===== src/rtl/lec_pkg.sv =====
// Constants for the link error classifier: event indices, class masks,
// status layout, message codes and timing counts. No surroundings assumed.
package lec_pkg;

  // ----------------------------------------------------------------
  // Clock and timing
  // ----------------------------------------------------------------
  localparam int CLK_PERIOD_NS   = 10;
  localparam int DETECT_MAX_MS   = 20;
  localparam int CFG_READY_MS    = 100;
  localparam int REPLAY_TO_NS    = 10000;
  localparam int CPL_TO_MS       = 50;
  localparam int REPLAY_TO_CYC   = REPLAY_TO_NS / CLK_PERIOD_NS;
  localparam int CPL_TO_CYC      = (CPL_TO_MS * 1000000) / CLK_PERIOD_NS;
  localparam int DETECT_MAX_CYC  = (DETECT_MAX_MS * 1000000) / CLK_PERIOD_NS;
  localparam int CFG_READY_CYC   = (CFG_READY_MS * 1000000) / CLK_PERIOD_NS;
  localparam logic [2:0] REPLAY_ROLL = 3'h4;

  // ----------------------------------------------------------------
  // Error event indices
  // ----------------------------------------------------------------
  localparam int NUM_EVT         = 17;
  localparam int EV_TRAINING     = 0;
  localparam int EV_DLL_PROTO    = 1;
  localparam int EV_FC_PROTO     = 2;
  localparam int EV_MALFORMED    = 3;
  localparam int EV_RX_OVERFLOW  = 4;
  localparam int EV_RX_ERR       = 5;
  localparam int EV_BAD_TLP      = 6;
  localparam int EV_BAD_DLLP     = 7;
  localparam int EV_REPLAY_TO    = 8;
  localparam int EV_REPLAY_ROLL  = 9;
  localparam int EV_POISONED     = 10;
  localparam int EV_ECRC         = 11;
  localparam int EV_UNSUP_REQ    = 12;
  localparam int EV_CPL_TIMEOUT  = 13;
  localparam int EV_CPL_ABORT    = 14;
  localparam int EV_UNEXP_CPL    = 15;
  localparam int EV_ACS_VIOL     = 16;

  localparam logic [16:0] FATAL_MASK = 17'h0001f;
  localparam logic [16:0] CORR_MASK  = 17'h003e0;
  localparam logic [16:0] NONF_MASK  = 17'h1fc00;

  // ----------------------------------------------------------------
  // Device status and control layout
  // ----------------------------------------------------------------
  localparam int STA_CORR        = 0;
  localparam int STA_NONFATAL    = 1;
  localparam int STA_FATAL       = 2;
  localparam int STA_UNSUP       = 3;
  localparam int CTL_CORR_EN     = 0;
  localparam int CTL_NONF_EN     = 1;
  localparam int CTL_FATAL_EN    = 2;
  localparam int CTL_UR_EN       = 3;

  localparam logic [1:0] MSG_CORR     = 2'h0;
  localparam logic [1:0] MSG_NONFATAL = 2'h1;
  localparam logic [1:0] MSG_FATAL    = 2'h3;

  typedef enum logic [2:0] {
    LNK_RESET  = 3'h1,
    LNK_DETECT = 3'h2,
    LNK_ACTIVE = 3'h4
  } lec_link_e;

  typedef enum logic [1:0] {
    TMR_IDLE = 2'h1,
    TMR_RUN  = 2'h2
  } lec_tmr_e;

endpackage


===== src/rtl/lec_classifier.sv =====
// Link error classifier: sorts link events into fatal, correctable and
// uncorrectable classes, keeps sticky status, sends error messages,
// watches acknowledgements and completions, and gates config readiness.
// Assumes all inputs come from logic on the same clock.
//
// Notes on behaviour
// A detected fatal condition sets device status bit 2.
// Error messages go upstream only when reporting is enabled in control.
// Training, link protocol, flow control, malformed, overflow errors are fatal.
// Receiver error, bad packet, bad link packet, replay timeout, rollover: correctable.
// Receiver detects the first three; transmitter raises replay conditions.
// Missing acknowledgement within the allowed time causes a resend.
// Poisoned, CRC, unsupported, timeout, abort, unexpected, access: uncorrectable.
// A request outside the allocated address window is unsupported.
// A request with no completion in time reports a completion timeout.
// Errors from the device's own transmitted traffic are not recorded in status.
// Link comes up and configuration requests are accepted during enumeration.
// The root issues configuration transactions while walking the hierarchy.
// A detailed per-error status vector identifies each flagged error.
// Detect state entered within 20 ms of reset release.
// Configuration requests accepted within 100 ms of reset release.
// Status bits stay set until cleared by writing one.
`timescale 1ns/1ps
module lec_classifier #(
  parameter int CPL_TO_CYC = lec_pkg::CPL_TO_CYC
) (
  input  wire logic        clock,
  input  wire logic        rst_n,
  input  wire logic        rx_training_err,
  input  wire logic        rx_dll_err,
  input  wire logic        rx_fc_err,
  input  wire logic        rx_malformed,
  input  wire logic        rx_overflow,
  input  wire logic        rx_recv_err,
  input  wire logic        rx_bad_tlp,
  input  wire logic        rx_bad_dllp,
  input  wire logic        rx_poisoned,
  input  wire logic        rx_ecrc_fail,
  input  wire logic        rx_cpl_abort,
  input  wire logic        rx_unexp_cpl,
  input  wire logic        rx_acs_viol,
  input  wire logic        evt_from_tx,
  input  wire logic        req_valid,
  input  wire logic [31:0] req_addr,
  input  wire logic [31:0] bar_base,
  input  wire logic [31:0] bar_mask,
  input  wire logic        tx_pkt_sent,
  input  wire logic        ack_rcvd,
  input  wire logic        np_req_sent,
  input  wire logic        cpl_rcvd,
  input  wire logic [3:0]  dev_ctl,
  input  wire logic [3:0]  sta_clr,
  input  wire logic [16:0] detail_clr,
  input  wire logic        link_up,
  input  wire logic        cfg_req,
  output logic [3:0]       dev_sta_r,
  output logic [16:0]      err_detail_r,
  output logic             msg_valid_r,
  output logic [1:0]       msg_type_r,
  output logic             replay_req_r,
  output logic             detect_r,
  output logic             cfg_ready_r,
  output logic             cfg_ack_r
);

  // ----------------------------------------------------------------
  // Acknowledgement and completion watchdogs
  // ----------------------------------------------------------------
  logic       ack_run;
  logic       ack_expire;
  logic       cpl_expire;
  logic [2:0] replay_cnt_r;
  logic       replay_roll;

  lec_timer u_ack_tmr (
    .clock   (clock),
    .rst_n   (rst_n),
    .start   (tx_pkt_sent || ack_expire),
    .stop    (ack_rcvd),
    .limit   (lec_pkg::REPLAY_TO_CYC),
    .running (ack_run),
    .expire  (ack_expire)
  );

  lec_timer u_cpl_tmr (
    .clock   (clock),
    .rst_n   (rst_n),
    .start   (np_req_sent),
    .stop    (cpl_rcvd),
    .limit   (CPL_TO_CYC),
    .running (),
    .expire  (cpl_expire)
  );

  assign replay_roll = ack_expire && (replay_cnt_r == lec_pkg::REPLAY_ROLL - 3'h1);

  always_ff @(posedge clock) begin
    if (!rst_n) begin
      replay_cnt_r <= 3'h0;
      replay_req_r <= 1'b0;
    end else begin
      replay_req_r <= ack_expire;
      if (ack_rcvd || tx_pkt_sent || replay_roll) replay_cnt_r <= 3'h0;
      else if (ack_expire) replay_cnt_r <= replay_cnt_r + 3'h1;
    end
  end

  // ----------------------------------------------------------------
  // Event gathering and classification
  // ----------------------------------------------------------------
  logic        addr_miss;
  logic [16:0] evt;
  logic [16:0] evt_rec;
  logic        any_fatal;
  logic        any_corr;
  logic        any_nonf;
  logic        any_ur;

  assign addr_miss = req_valid && ((req_addr & bar_mask) != (bar_base & bar_mask));

  assign evt[lec_pkg::EV_TRAINING]    = rx_training_err;
  assign evt[lec_pkg::EV_DLL_PROTO]   = rx_dll_err;
  assign evt[lec_pkg::EV_FC_PROTO]    = rx_fc_err;
  assign evt[lec_pkg::EV_MALFORMED]   = rx_malformed;
  assign evt[lec_pkg::EV_RX_OVERFLOW] = rx_overflow;
  assign evt[lec_pkg::EV_RX_ERR]      = rx_recv_err;
  assign evt[lec_pkg::EV_BAD_TLP]     = rx_bad_tlp;
  assign evt[lec_pkg::EV_BAD_DLLP]    = rx_bad_dllp;
  assign evt[lec_pkg::EV_REPLAY_TO]   = ack_expire;
  assign evt[lec_pkg::EV_REPLAY_ROLL] = replay_roll;
  assign evt[lec_pkg::EV_POISONED]    = rx_poisoned;
  assign evt[lec_pkg::EV_ECRC]        = rx_ecrc_fail;
  assign evt[lec_pkg::EV_UNSUP_REQ]   = addr_miss;
  assign evt[lec_pkg::EV_CPL_TIMEOUT] = cpl_expire;
  assign evt[lec_pkg::EV_CPL_ABORT]   = rx_cpl_abort;
  assign evt[lec_pkg::EV_UNEXP_CPL]   = rx_unexp_cpl;
  assign evt[lec_pkg::EV_ACS_VIOL]    = rx_acs_viol;

  // Own-transmit traffic never reaches the status bits
  assign evt_rec   = evt & {17{~evt_from_tx}};
  assign any_fatal = |(evt_rec & lec_pkg::FATAL_MASK);
  assign any_corr  = |(evt_rec & lec_pkg::CORR_MASK);
  assign any_nonf  = |(evt_rec & lec_pkg::NONF_MASK);
  assign any_ur    = evt_rec[lec_pkg::EV_UNSUP_REQ];

  // ----------------------------------------------------------------
  // Sticky status, set wins over clear
  // ----------------------------------------------------------------
  logic [3:0]  sta_set;
  logic [3:0]  dev_sta_nxt;
  logic [16:0] detail_nxt;

  assign sta_set[lec_pkg::STA_CORR]     = any_corr;
  assign sta_set[lec_pkg::STA_NONFATAL] = any_nonf;
  assign sta_set[lec_pkg::STA_FATAL]    = any_fatal;
  assign sta_set[lec_pkg::STA_UNSUP]    = any_ur;
  assign dev_sta_nxt = (dev_sta_r & ~sta_clr) | sta_set;
  assign detail_nxt  = (err_detail_r & ~detail_clr) | evt_rec;

  always_ff @(posedge clock) begin
    if (!rst_n) begin
      dev_sta_r    <= 4'h0;
      err_detail_r <= 17'h0;
    end else begin
      dev_sta_r    <= dev_sta_nxt;
      err_detail_r <= detail_nxt;
    end
  end

  // ----------------------------------------------------------------
  // Upstream error messages, most severe class first
  // ----------------------------------------------------------------
  logic       send_fatal;
  logic       send_nonf;
  logic       send_corr;
  logic       msg_nxt;
  logic [1:0] msg_type_nxt;

  assign send_fatal = any_fatal && dev_ctl[lec_pkg::CTL_FATAL_EN];
  assign send_nonf  = any_nonf && (any_ur ? dev_ctl[lec_pkg::CTL_UR_EN]
                                          : dev_ctl[lec_pkg::CTL_NONF_EN]);
  assign send_corr  = any_corr && dev_ctl[lec_pkg::CTL_CORR_EN];
  assign msg_nxt    = send_fatal || send_nonf || send_corr;
  assign msg_type_nxt = send_fatal ? lec_pkg::MSG_FATAL :
                        send_nonf  ? lec_pkg::MSG_NONFATAL : lec_pkg::MSG_CORR;

  always_ff @(posedge clock) begin
    if (!rst_n) begin
      msg_valid_r <= 1'b0;
      msg_type_r  <= lec_pkg::MSG_CORR;
    end else begin
      msg_valid_r <= msg_nxt;
      msg_type_r  <= msg_nxt ? msg_type_nxt : msg_type_r;
    end
  end

  // ----------------------------------------------------------------
  // Link bring-up and configuration readiness
  // ----------------------------------------------------------------
  lec_pkg::lec_link_e lnk_r;
  lec_pkg::lec_link_e lnk_nxt;

  always_comb begin
    case (lnk_r)
      lec_pkg::LNK_RESET:  lnk_nxt = lec_pkg::LNK_DETECT;
      lec_pkg::LNK_DETECT: lnk_nxt = link_up ? lec_pkg::LNK_ACTIVE : lec_pkg::LNK_DETECT;
      lec_pkg::LNK_ACTIVE: lnk_nxt = link_up ? lec_pkg::LNK_ACTIVE : lec_pkg::LNK_DETECT;
      default:             lnk_nxt = lec_pkg::LNK_RESET;
    endcase
  end

  always_ff @(posedge clock) begin
    if (!rst_n) begin
      lnk_r       <= lec_pkg::LNK_RESET;
      detect_r    <= 1'b0;
      cfg_ready_r <= 1'b0;
      cfg_ack_r   <= 1'b0;
    end else begin
      lnk_r       <= lnk_nxt;
      detect_r    <= (lnk_nxt == lec_pkg::LNK_DETECT);
      cfg_ready_r <= (lnk_nxt == lec_pkg::LNK_ACTIVE);
      cfg_ack_r   <= cfg_req && (lnk_r == lec_pkg::LNK_ACTIVE);
    end
  end

endmodule


===== src/rtl/lec_timer.sv =====
// Restartable watchdog: runs from start until stop or limit cycles pass.
// Assumes start and stop are single-cycle pulses on the same clock.
`timescale 1ns/1ps
module lec_timer (
  input  wire logic        clock,
  input  wire logic        rst_n,
  input  wire logic        start,
  input  wire logic        stop,
  input  wire logic [31:0] limit,
  output logic             running,
  output logic             expire
);

  lec_pkg::lec_tmr_e state_r;
  lec_pkg::lec_tmr_e state_nxt;
  logic [31:0]       cnt_r;
  logic              hit;

  assign hit     = (state_r == lec_pkg::TMR_RUN) && (cnt_r == limit - 32'h1);
  assign running = (state_r == lec_pkg::TMR_RUN);

  always_comb begin
    case (state_r)
      lec_pkg::TMR_IDLE: state_nxt = start ? lec_pkg::TMR_RUN : lec_pkg::TMR_IDLE;
      lec_pkg::TMR_RUN: begin
        if (start) state_nxt = lec_pkg::TMR_RUN;
        else if (stop || hit) state_nxt = lec_pkg::TMR_IDLE;
        else state_nxt = lec_pkg::TMR_RUN;
      end
      default: state_nxt = lec_pkg::TMR_IDLE;
    endcase
  end

  always_ff @(posedge clock) begin
    if (!rst_n) begin
      state_r <= lec_pkg::TMR_IDLE;
      cnt_r   <= 32'h0;
      expire  <= 1'b0;
    end else begin
      state_r <= state_nxt;
      cnt_r   <= (start || state_r != lec_pkg::TMR_RUN) ? 32'h0 : cnt_r + 32'h1;
      expire  <= hit && !stop && !start;
    end
  end

endmodule


===== config.mk =====
export PLATFORM = sky130hd
export DESIGN_NAME = lec_classifier
export DESIGN_NICKNAME = d
export VERILOG_FILES = /design/src/rtl/lec_pkg.sv /design/src/rtl/lec_classifier.sv /design/src/rtl/lec_timer.sv
export SDC_FILE = /design/constraint.sdc
export NUM_CORES = 1
export LEC_CHECK = 0
export ABC_AREA = 1
export CAP_MARGIN = 10
export CORE_ASPECT_RATIO = 0.9
export CORE_MARGIN = 10
export CORE_UTILIZATION = 35
export CTS_CLUSTER_SIZE = 8
export DETAILED_ROUTE_END_ITERATION = 6
export DONT_BUFFER_PORTS = 1
export HOLD_SLACK_MARGIN = 0.12
export PLACE_DENSITY = 0.51
export SLEW_MARGIN = 20
export SYNTH_ARGS = -nofsm -noshare
export SYNTH_HDL_FRONTEND = slang
export SYNTH_HIERARCHICAL = 1
export SYNTH_SLANG_ARGS = --single-unit
export TNS_END_PERCENT = 100

===== constraint.sdc =====
create_clock -name clock -period 2.5 [get_ports clock]
set_input_delay 0.25 -clock clock [delete_from_list [all_inputs] [get_ports clock]]
set_output_delay 0.25 -clock clock [all_outputs]
set_load 0.05 [all_outputs]

==> qor.yml, run 1 <==
r2r_setup_slack_ns: 0.39
fp.dieH_um: 168
grt_pass1_vias: 8308
first_pass_iters: 5
rr_endpoint: "u_cpl_tmr/cnt_r[24]"
yosys-top-cells-count: "442 x nand2_1, 237 x inv_1, 207 x nor2_1"
ys_warn_count: 6
fin_crit_sh: 0.843
synth_top_family_by_area: "simple AND/OR/NAND/NOR gates"
finalSetupViolations: 0
antenna_found_initial: 0
avgSynthCellArea_um2: 5.77
tritoncts: "built"
cp_slowest_cell: "dfxtp_1"
swShare: 0.302
ios: 172
endpoint: "u_cpl_tmr/cnt_r[24]"
gp_congestion: 0.877
tritoncts.num_buffers: 9
rr_worst_depth: 14
hold_viol_final: 0
crit_buf_inv: 0
synth-seq-cells: 104
p_seq_frac: 0.477
cpLargestDelayFamily: "simple AND/OR/NAND/NOR gates"
critPathArrivalTime_ns: 2.36
tightest_slew_ns: 0.588
cp.depth: 14
num_vias: 8727
fin_crit_ns: 2.11
tns_ns: 0
grt_usage: 0.157
grt_max_degree: 20
yosysTopAreaCell: "dfxtp_1"
drc: 0
final.setup_skew_ns: 0.00699
design.core.area_um2: 24100
clk_pin_slew_ns: 0.08
die_area_um2: 30900
yosysSeqAreaShare: 0.245
drt_iter0_drc: 421
fmax_mhz: 474
max-cap-violations: 0
synthesis.area_um2: 8500
htree_levels: 3
yosysMostFrequentCell: "nand2_1"
start_util: 0.354
wl_um: 23800
ys_types: 44
ir_drop_mv: 0.291
wl_per_cell_um: 11.7
path_cells: "ha_1 > nand3_2 > nor2_2 > nand3_2 > nor2_4 > nand3_2 > nor2_2 > nand2_1 > nor2_2 > nand2_2 > nor2_4 > nand2_1 > o21ai_1 > a21oi_1"
startpoint_type: "register"
power.net_switching_w: 0.00115
die_w_um: 184
power_frac_comb: 0.149
rows: 54
critPathKind: "register to register"
critPathMaxStageDelay_ns: 0.41
synth_compound_area_frac: 0.0817
clkPwrFrac: 0.373
reg2reg_from: "u_cpl_tmr/cnt_r[0]"
final_cells: 2032
power_w: 0.00381
layout.nets: 1873
multi_input_area_um2: 6180
outcome: "finished, final reports clean"
synth-async-reset-ratio: 0
via_per_inst: 4.29
synth-main-ff-cell: "dfxtp_1"
io_buffers: 0
cts_sinks: 104
clock_latency_ns: 0.36
fill_cells: 2684
cp_max_fo: 5
synth_top_area_share: 0.245
critPathRequiredTime_ns: 2.75
ctsLongestPathBuffers: 2
syn2layout_area_growth_pct: 21.3
grt_overflow_total: 0
regArea_um2: 2080
synthSimpleGateAreaFrac: 0.474
syn_inst: 1474
hpwl_um: 20000
p_leak_nw: 4.98
postRouteAntennaNets: 0
synth_edf_count: 0
grt_pass1_wl_um: 40200
drive_above_1_share: 0.0528
dp.cells: 1973
root_buffer: "clkbuf_16"
drv_slew: 0
end_kind: "register"
powerDensity_nw_per_um2: 370
internal_power_w: 0.00266
muxShareOfSynthArea: 0
rsz0062_at_grt: "false"
cts_resized: 0
min_path_type: "primary input to register"
critPathLaunch: "u_cpl_tmr/cnt_r[0]"
synthAdderAreaFrac: 0.0147
synth_xor_area_frac: 0.0667
ys_top_cells_by_area: "dfxtp_1 24%, nand2_1 20%, inv_1 10%"
antenna_cells: 0
max_slew_margin: 0.607
==> sequential cells by signal, summed over array words and instances, names as in the netlist <==
name / count
u_ack_tmr/cnt_r: 32
u_ack_tmr/state_r: 2
dev_sta_r: 4
msg_valid_r: 1
cfg_ready_r: 1
replay_req_r: 1
detect_r: 1
msg_type_r: 2
lnk_r: 3
u_cpl_tmr/cnt_r: 32
u_cpl_tmr/state_r: 2
replay_cnt_r: 3
err_detail_r: 17
u_ack_tmr/expire: 1
cfg_ack_r: 1
u_cpl_tmr/expire: 1
==> metal layers <==
layer  global-route usage  vias up  routed length [um]
met4               0.0306        0                 225
met1                0.206     3640               11300
met2                0.254      182               10700
li1                     -     4887                   -
met5                    0        -                   0
met3               0.0381       18                1620
==> per-stage QoR <==
stage / hold slack [ns] / util / worst slack, ns / area [um2]
after floorplan: 0.340 / - / 0.648 / 9260
after global placement: 0.347 / 0.399 / 0.425 / 9590
after detailed placement: 0.347 / 0.399 / 0.381 / 9590
after CTS: 0.123 / 0.429 / 0.375 / 10300
after global routing: 0.149 / 0.429 / 0.149 / 10300
final: 0.142 / 0.429 / 0.392 / 10300
==> power by group through the flow <==
stage	clock network, W	logic, W	registers (W)
final	0.00142	0.000570	0.00182
after global routing	0.00156	0.000679	0.00183
after CTS	0.00149	0.000545	0.00182
after detailed placement	0	0.000484	0.00186
after global placement	0	0.000479	0.00186
after floorplan	0	0.000425	0.00185
==> cells in the final DEF (no fill, tap or decap), drive strengths merged, types with 5 or more instances in the layout <==
cell type | netlist | routed
nand2 | 451 | 451
inv | 242 | 245
nor2 | 239 | 239
conb | 2 | 203
nand3 | 118 | 118
dfxtp | 104 | 104
a21oi | 74 | 74
dlygate4sd3 | 0 | 43
o21ai | 40 | 40
xor2 | 39 | 39
nor3 | 37 | 37
nand4 | 31 | 31
xnor2 | 18 | 18
nand3b | 10 | 10
ha | 10 | 10
clkbuf | 5 | 10
or2 | 8 | 8
o21a | 7 | 7
nor4 | 7 | 7
nor3b | 5 | 5
==> final cells by class <==
| class | instances | area share |
|---|---|---|
| Timing Repair Buffer | 46 | 0.0439 |
| Multi-Input combinational cell | 1314 | 0.599 |
| Inverter | 244 | 0.0888 |
| Tap cell | 308 | 0.0374 |
| Sequential cell | 104 | 0.202 |
| Clock buffer | 10 | 0.0232 |
| Clock inverter | 6 | 0.00582 |
==> kinds of logic (layout without fill, tap and decap cells) <==
logic type / Yosys count / count (layout)
flops: 104 / 104
xor+xnor: 60 / 60
compound gates: 129 / 129
buf+inv: 257 / 306
simple gates: 912 / 912
fa+ha+maj: 10 / 10
other cells: 2 / 203
==> worst register-to-register path, cell delays in order (launching register included) <==
cell and delay [ns]:
dfxtp_1 0.41, ha_1 0.23, nand3_2 0.12, nor2_2 0.14, nand3_2 0.11, nor2_4 0.14, nand3_2 0.10, nor2_2 0.09
nand2_1 0.09, nor2_2 0.13, nand2_2 0.09, nor2_4 0.13, nand2_1 0.08, o21ai_1 0.12, a21oi_1 0.05
==> worst min-delay path by stage <==
| stage | startpoint | slack, ns | to | depth (start not counted) |
|---|---|---|---|---|
| after global placement | link_up | 0.35 | lnk_r[1] | 1 |
| after floorplan | link_up | 0.34 | detect_r | 1 |
| after global routing | sta_clr[1] | 0.15 | dev_sta_r[1] | 3 |
| final | sta_clr[1] | 0.14 | dev_sta_r[1] | 3 |
| after detailed placement | link_up | 0.35 | detect_r | 1 |
| after CTS | sta_clr[1] | 0.12 | dev_sta_r[1] | 3 |
==> repair_timing <==
item	4_1_cts	5_1_grt
hold buffers	43	0
hold endpoints to repair	39	0
buffers inserted	0	0
Power figures use the tool's default switching activity.
==> run 2: changes to the inputs <==
Clock period 2.5 ns to 2.05 ns, I/O delays scaled along.
==> qor.yml, run 2 (same netlist as run 1, synthesis figures left out) <==
outcome: "finished, final reports clean"
reg_top3: "u_ack_tmr/cnt_r: 32 flops, u_cpl_tmr/cnt_r: 32 flops, err_detail_r: 17 flops"
ctsLongestPathBuffers: 2  # unchanged
hpwl_um: 20200  # +0.99%
critPathRequiredTime_ns: 2.29  # -0.46 ns
tritoncts: "built"
critPathMaxStageDelay_ns: 0.36  # -0.05 ns
syn2layout_area_growth_pct: 26.2
grt_overflow_total: 0  # unchanged
pre_cts_ws_ns: 0.0456  # -0.335 ns
via_per_inst: 4.32  # +0.58%
tritoncts.num_buffers: 9  # unchanged
start_util: 0.354  # unchanged
clk_pin_slew_ns: 0.08  # about the same
critPathKind: "register to register"
die_w_um: 184  # unchanged
hold_viol_final: 0  # unchanged
cp.depth: 14  # unchanged
fmax_mhz: 497  # +4.8%
powerDensity_nw_per_um2: 457  # +23%
whs_path_depth: 4  # +1
root_buffer: "clkbuf_16"
rr_worst_depth: 14  # unchanged
drc: 0  # unchanged
wl_per_cell_um: 11.9  # +1.5%
gp_congestion: 0.880  # +0.36%
startpoint_type: "register"
design.core.area_um2: 24100  # unchanged
fin_crit_ns: 2.01  # -0.0961 ns
max-cap-violations: 0  # unchanged
ir_drop_mv: 0.340  # +17%
rsz0062_at_grt: "true"
worst_path_most_repeated_cell: "nor2_4"
io_buffers: 0  # unchanged
final.setup_skew_ns: 0.0125  # +0.00551 ns
wl_um: 24400  # +2.9%
final_common_cell: "nand2_1"
fin_crit_sh: 0.981  # +0.138
antenna_found_initial: 0  # unchanged
fin_util: 0.446  # +0.0171
drive_above_1_share: 0.0782  # +0.0254
fill_cells: 2634  # -1.9%
min_path_type: "primary input to register"
tns_ns: 0  # unchanged
crit_buf_inv: 0  # unchanged
drt_iter0_drc: 406  # -3.6%
grt_usage: 0.156  # -0.000522
grt_pass1_wl_um: 40300  # +0.31%
tightest_slew_ns: 0.644  # +0.0552 ns
fp.dieH_um: 168  # unchanged
cpLargestDelayFamily: "simple AND/OR/NAND/NOR gates"
dp.cells: 1987  # +0.71%
max_slew_margin: 0.570  # -0.0368
htree_levels: 3  # unchanged
final_cell_mix: "439 x nand2_1, 236 x inv_1, 205 x nor2_1, 203 x conb_1, 108 x nand3_1"
die_area_um2: 30900  # unchanged
drv_slew: 0  # unchanged
rows: 54  # unchanged
num_vias: 8899  # +2.0%
antenna_cells: 0  # unchanged
grt_max_degree: 21  # +5.0%
ios: 172  # unchanged
critPathArrivalTime_ns: 2.25  # -0.11 ns
clock_latency_ns: 0.36  # about the same
cp_max_fo: 4  # -1
p_leak_nw: 5.15  # +3.5%
path_cells: "ha_4 > nand3_4 > nor2_4 > nand3_4 > nor2_4 > nand3_2 > nor2_2 > nand2_2 > nor2_4 > nand2_2 > nor2_4 > nand2_1 > o21ai_1 > a21oi_1"
finalSetupViolations: 0  # unchanged
layout.nets: 1901  # +1.5%
grt_pass1_vias: 8429  # +1.5%
end_kind: "register"
setup_ws_ns: 0.0380  # -0.354 ns
postRouteAntennaNets: 0  # unchanged
final_cells: 2060  # +1.4%
placed_area_um2: 9690  # +1.1%
first_pass_iters: 6  # +1
cp_slowest_cell: "dfxtp_2"
finalInstanceArea_um2: 10700  # +4.0%
cts_sinks: 104  # unchanged
-- run 2: power breakdown --
part           leakage, nW  internal, W  switching (W)
Combinational         4.14     0.000293       0.000412
Clock                0.168      0.00111       0.000869
Sequential           0.848      0.00207       0.000147
-- run 2: metal layers --
metal  vias up  track usage  wire length (um)
li1       4938            -                 -
met1      3748        0.204             11800
met2       188        0.254             11000
met3        25       0.0381              1450
met4         0       0.0310               258
met5         -            0                 0
-- run 2: worst paths after layout --
path	start	end	slack, ns
max	u_cpl_tmr/cnt_r[1]	u_cpl_tmr/cnt_r[24]	0.04
min reg2reg	replay_cnt_r[2]	replay_cnt_r[2]	0.46
max reg2reg	u_cpl_tmr/cnt_r[1]	u_cpl_tmr/cnt_r[24]	0.04
min	dev_ctl[0]	msg_valid_r	0.13
-- run 2: metrics by stage --
step	power [W]	hold slack, ns
after floorplan	0.00277	0.295
after global routing	0.00518	0.151
final	0.00490	0.127
after global placement	0.00285	0.301
after CTS	0.00493	0.122
after detailed placement	0.00286	0.305
-- run 2: area by class of cell --
cell class	count	area, um2	share of cell area
clock buffer	9	225	0.0210
clock inverter	7	121	0.0113
inverter	244	916	0.0854
multi-input combinational	1314	6320	0.589
sequential	104	2090	0.195
tap	308	385	0.0359
timing repair buffer	74	668	0.0623
-- run 2: what timing repair did --
action                                 4_1_cts  5_1_grt
setup buffers                                0       12
endpoints found under the hold margin       40        0
setup endpoints to repair                    0       24
hold buffers                                45        0
gates resized for setup                      0       37
-- run 2: tightest hold or removal path, cell delays in order --
cell and delay [ns]:
nand2_1 0.09, nand2_1 0.09, nand2_1 0.04, inv_1 0.04
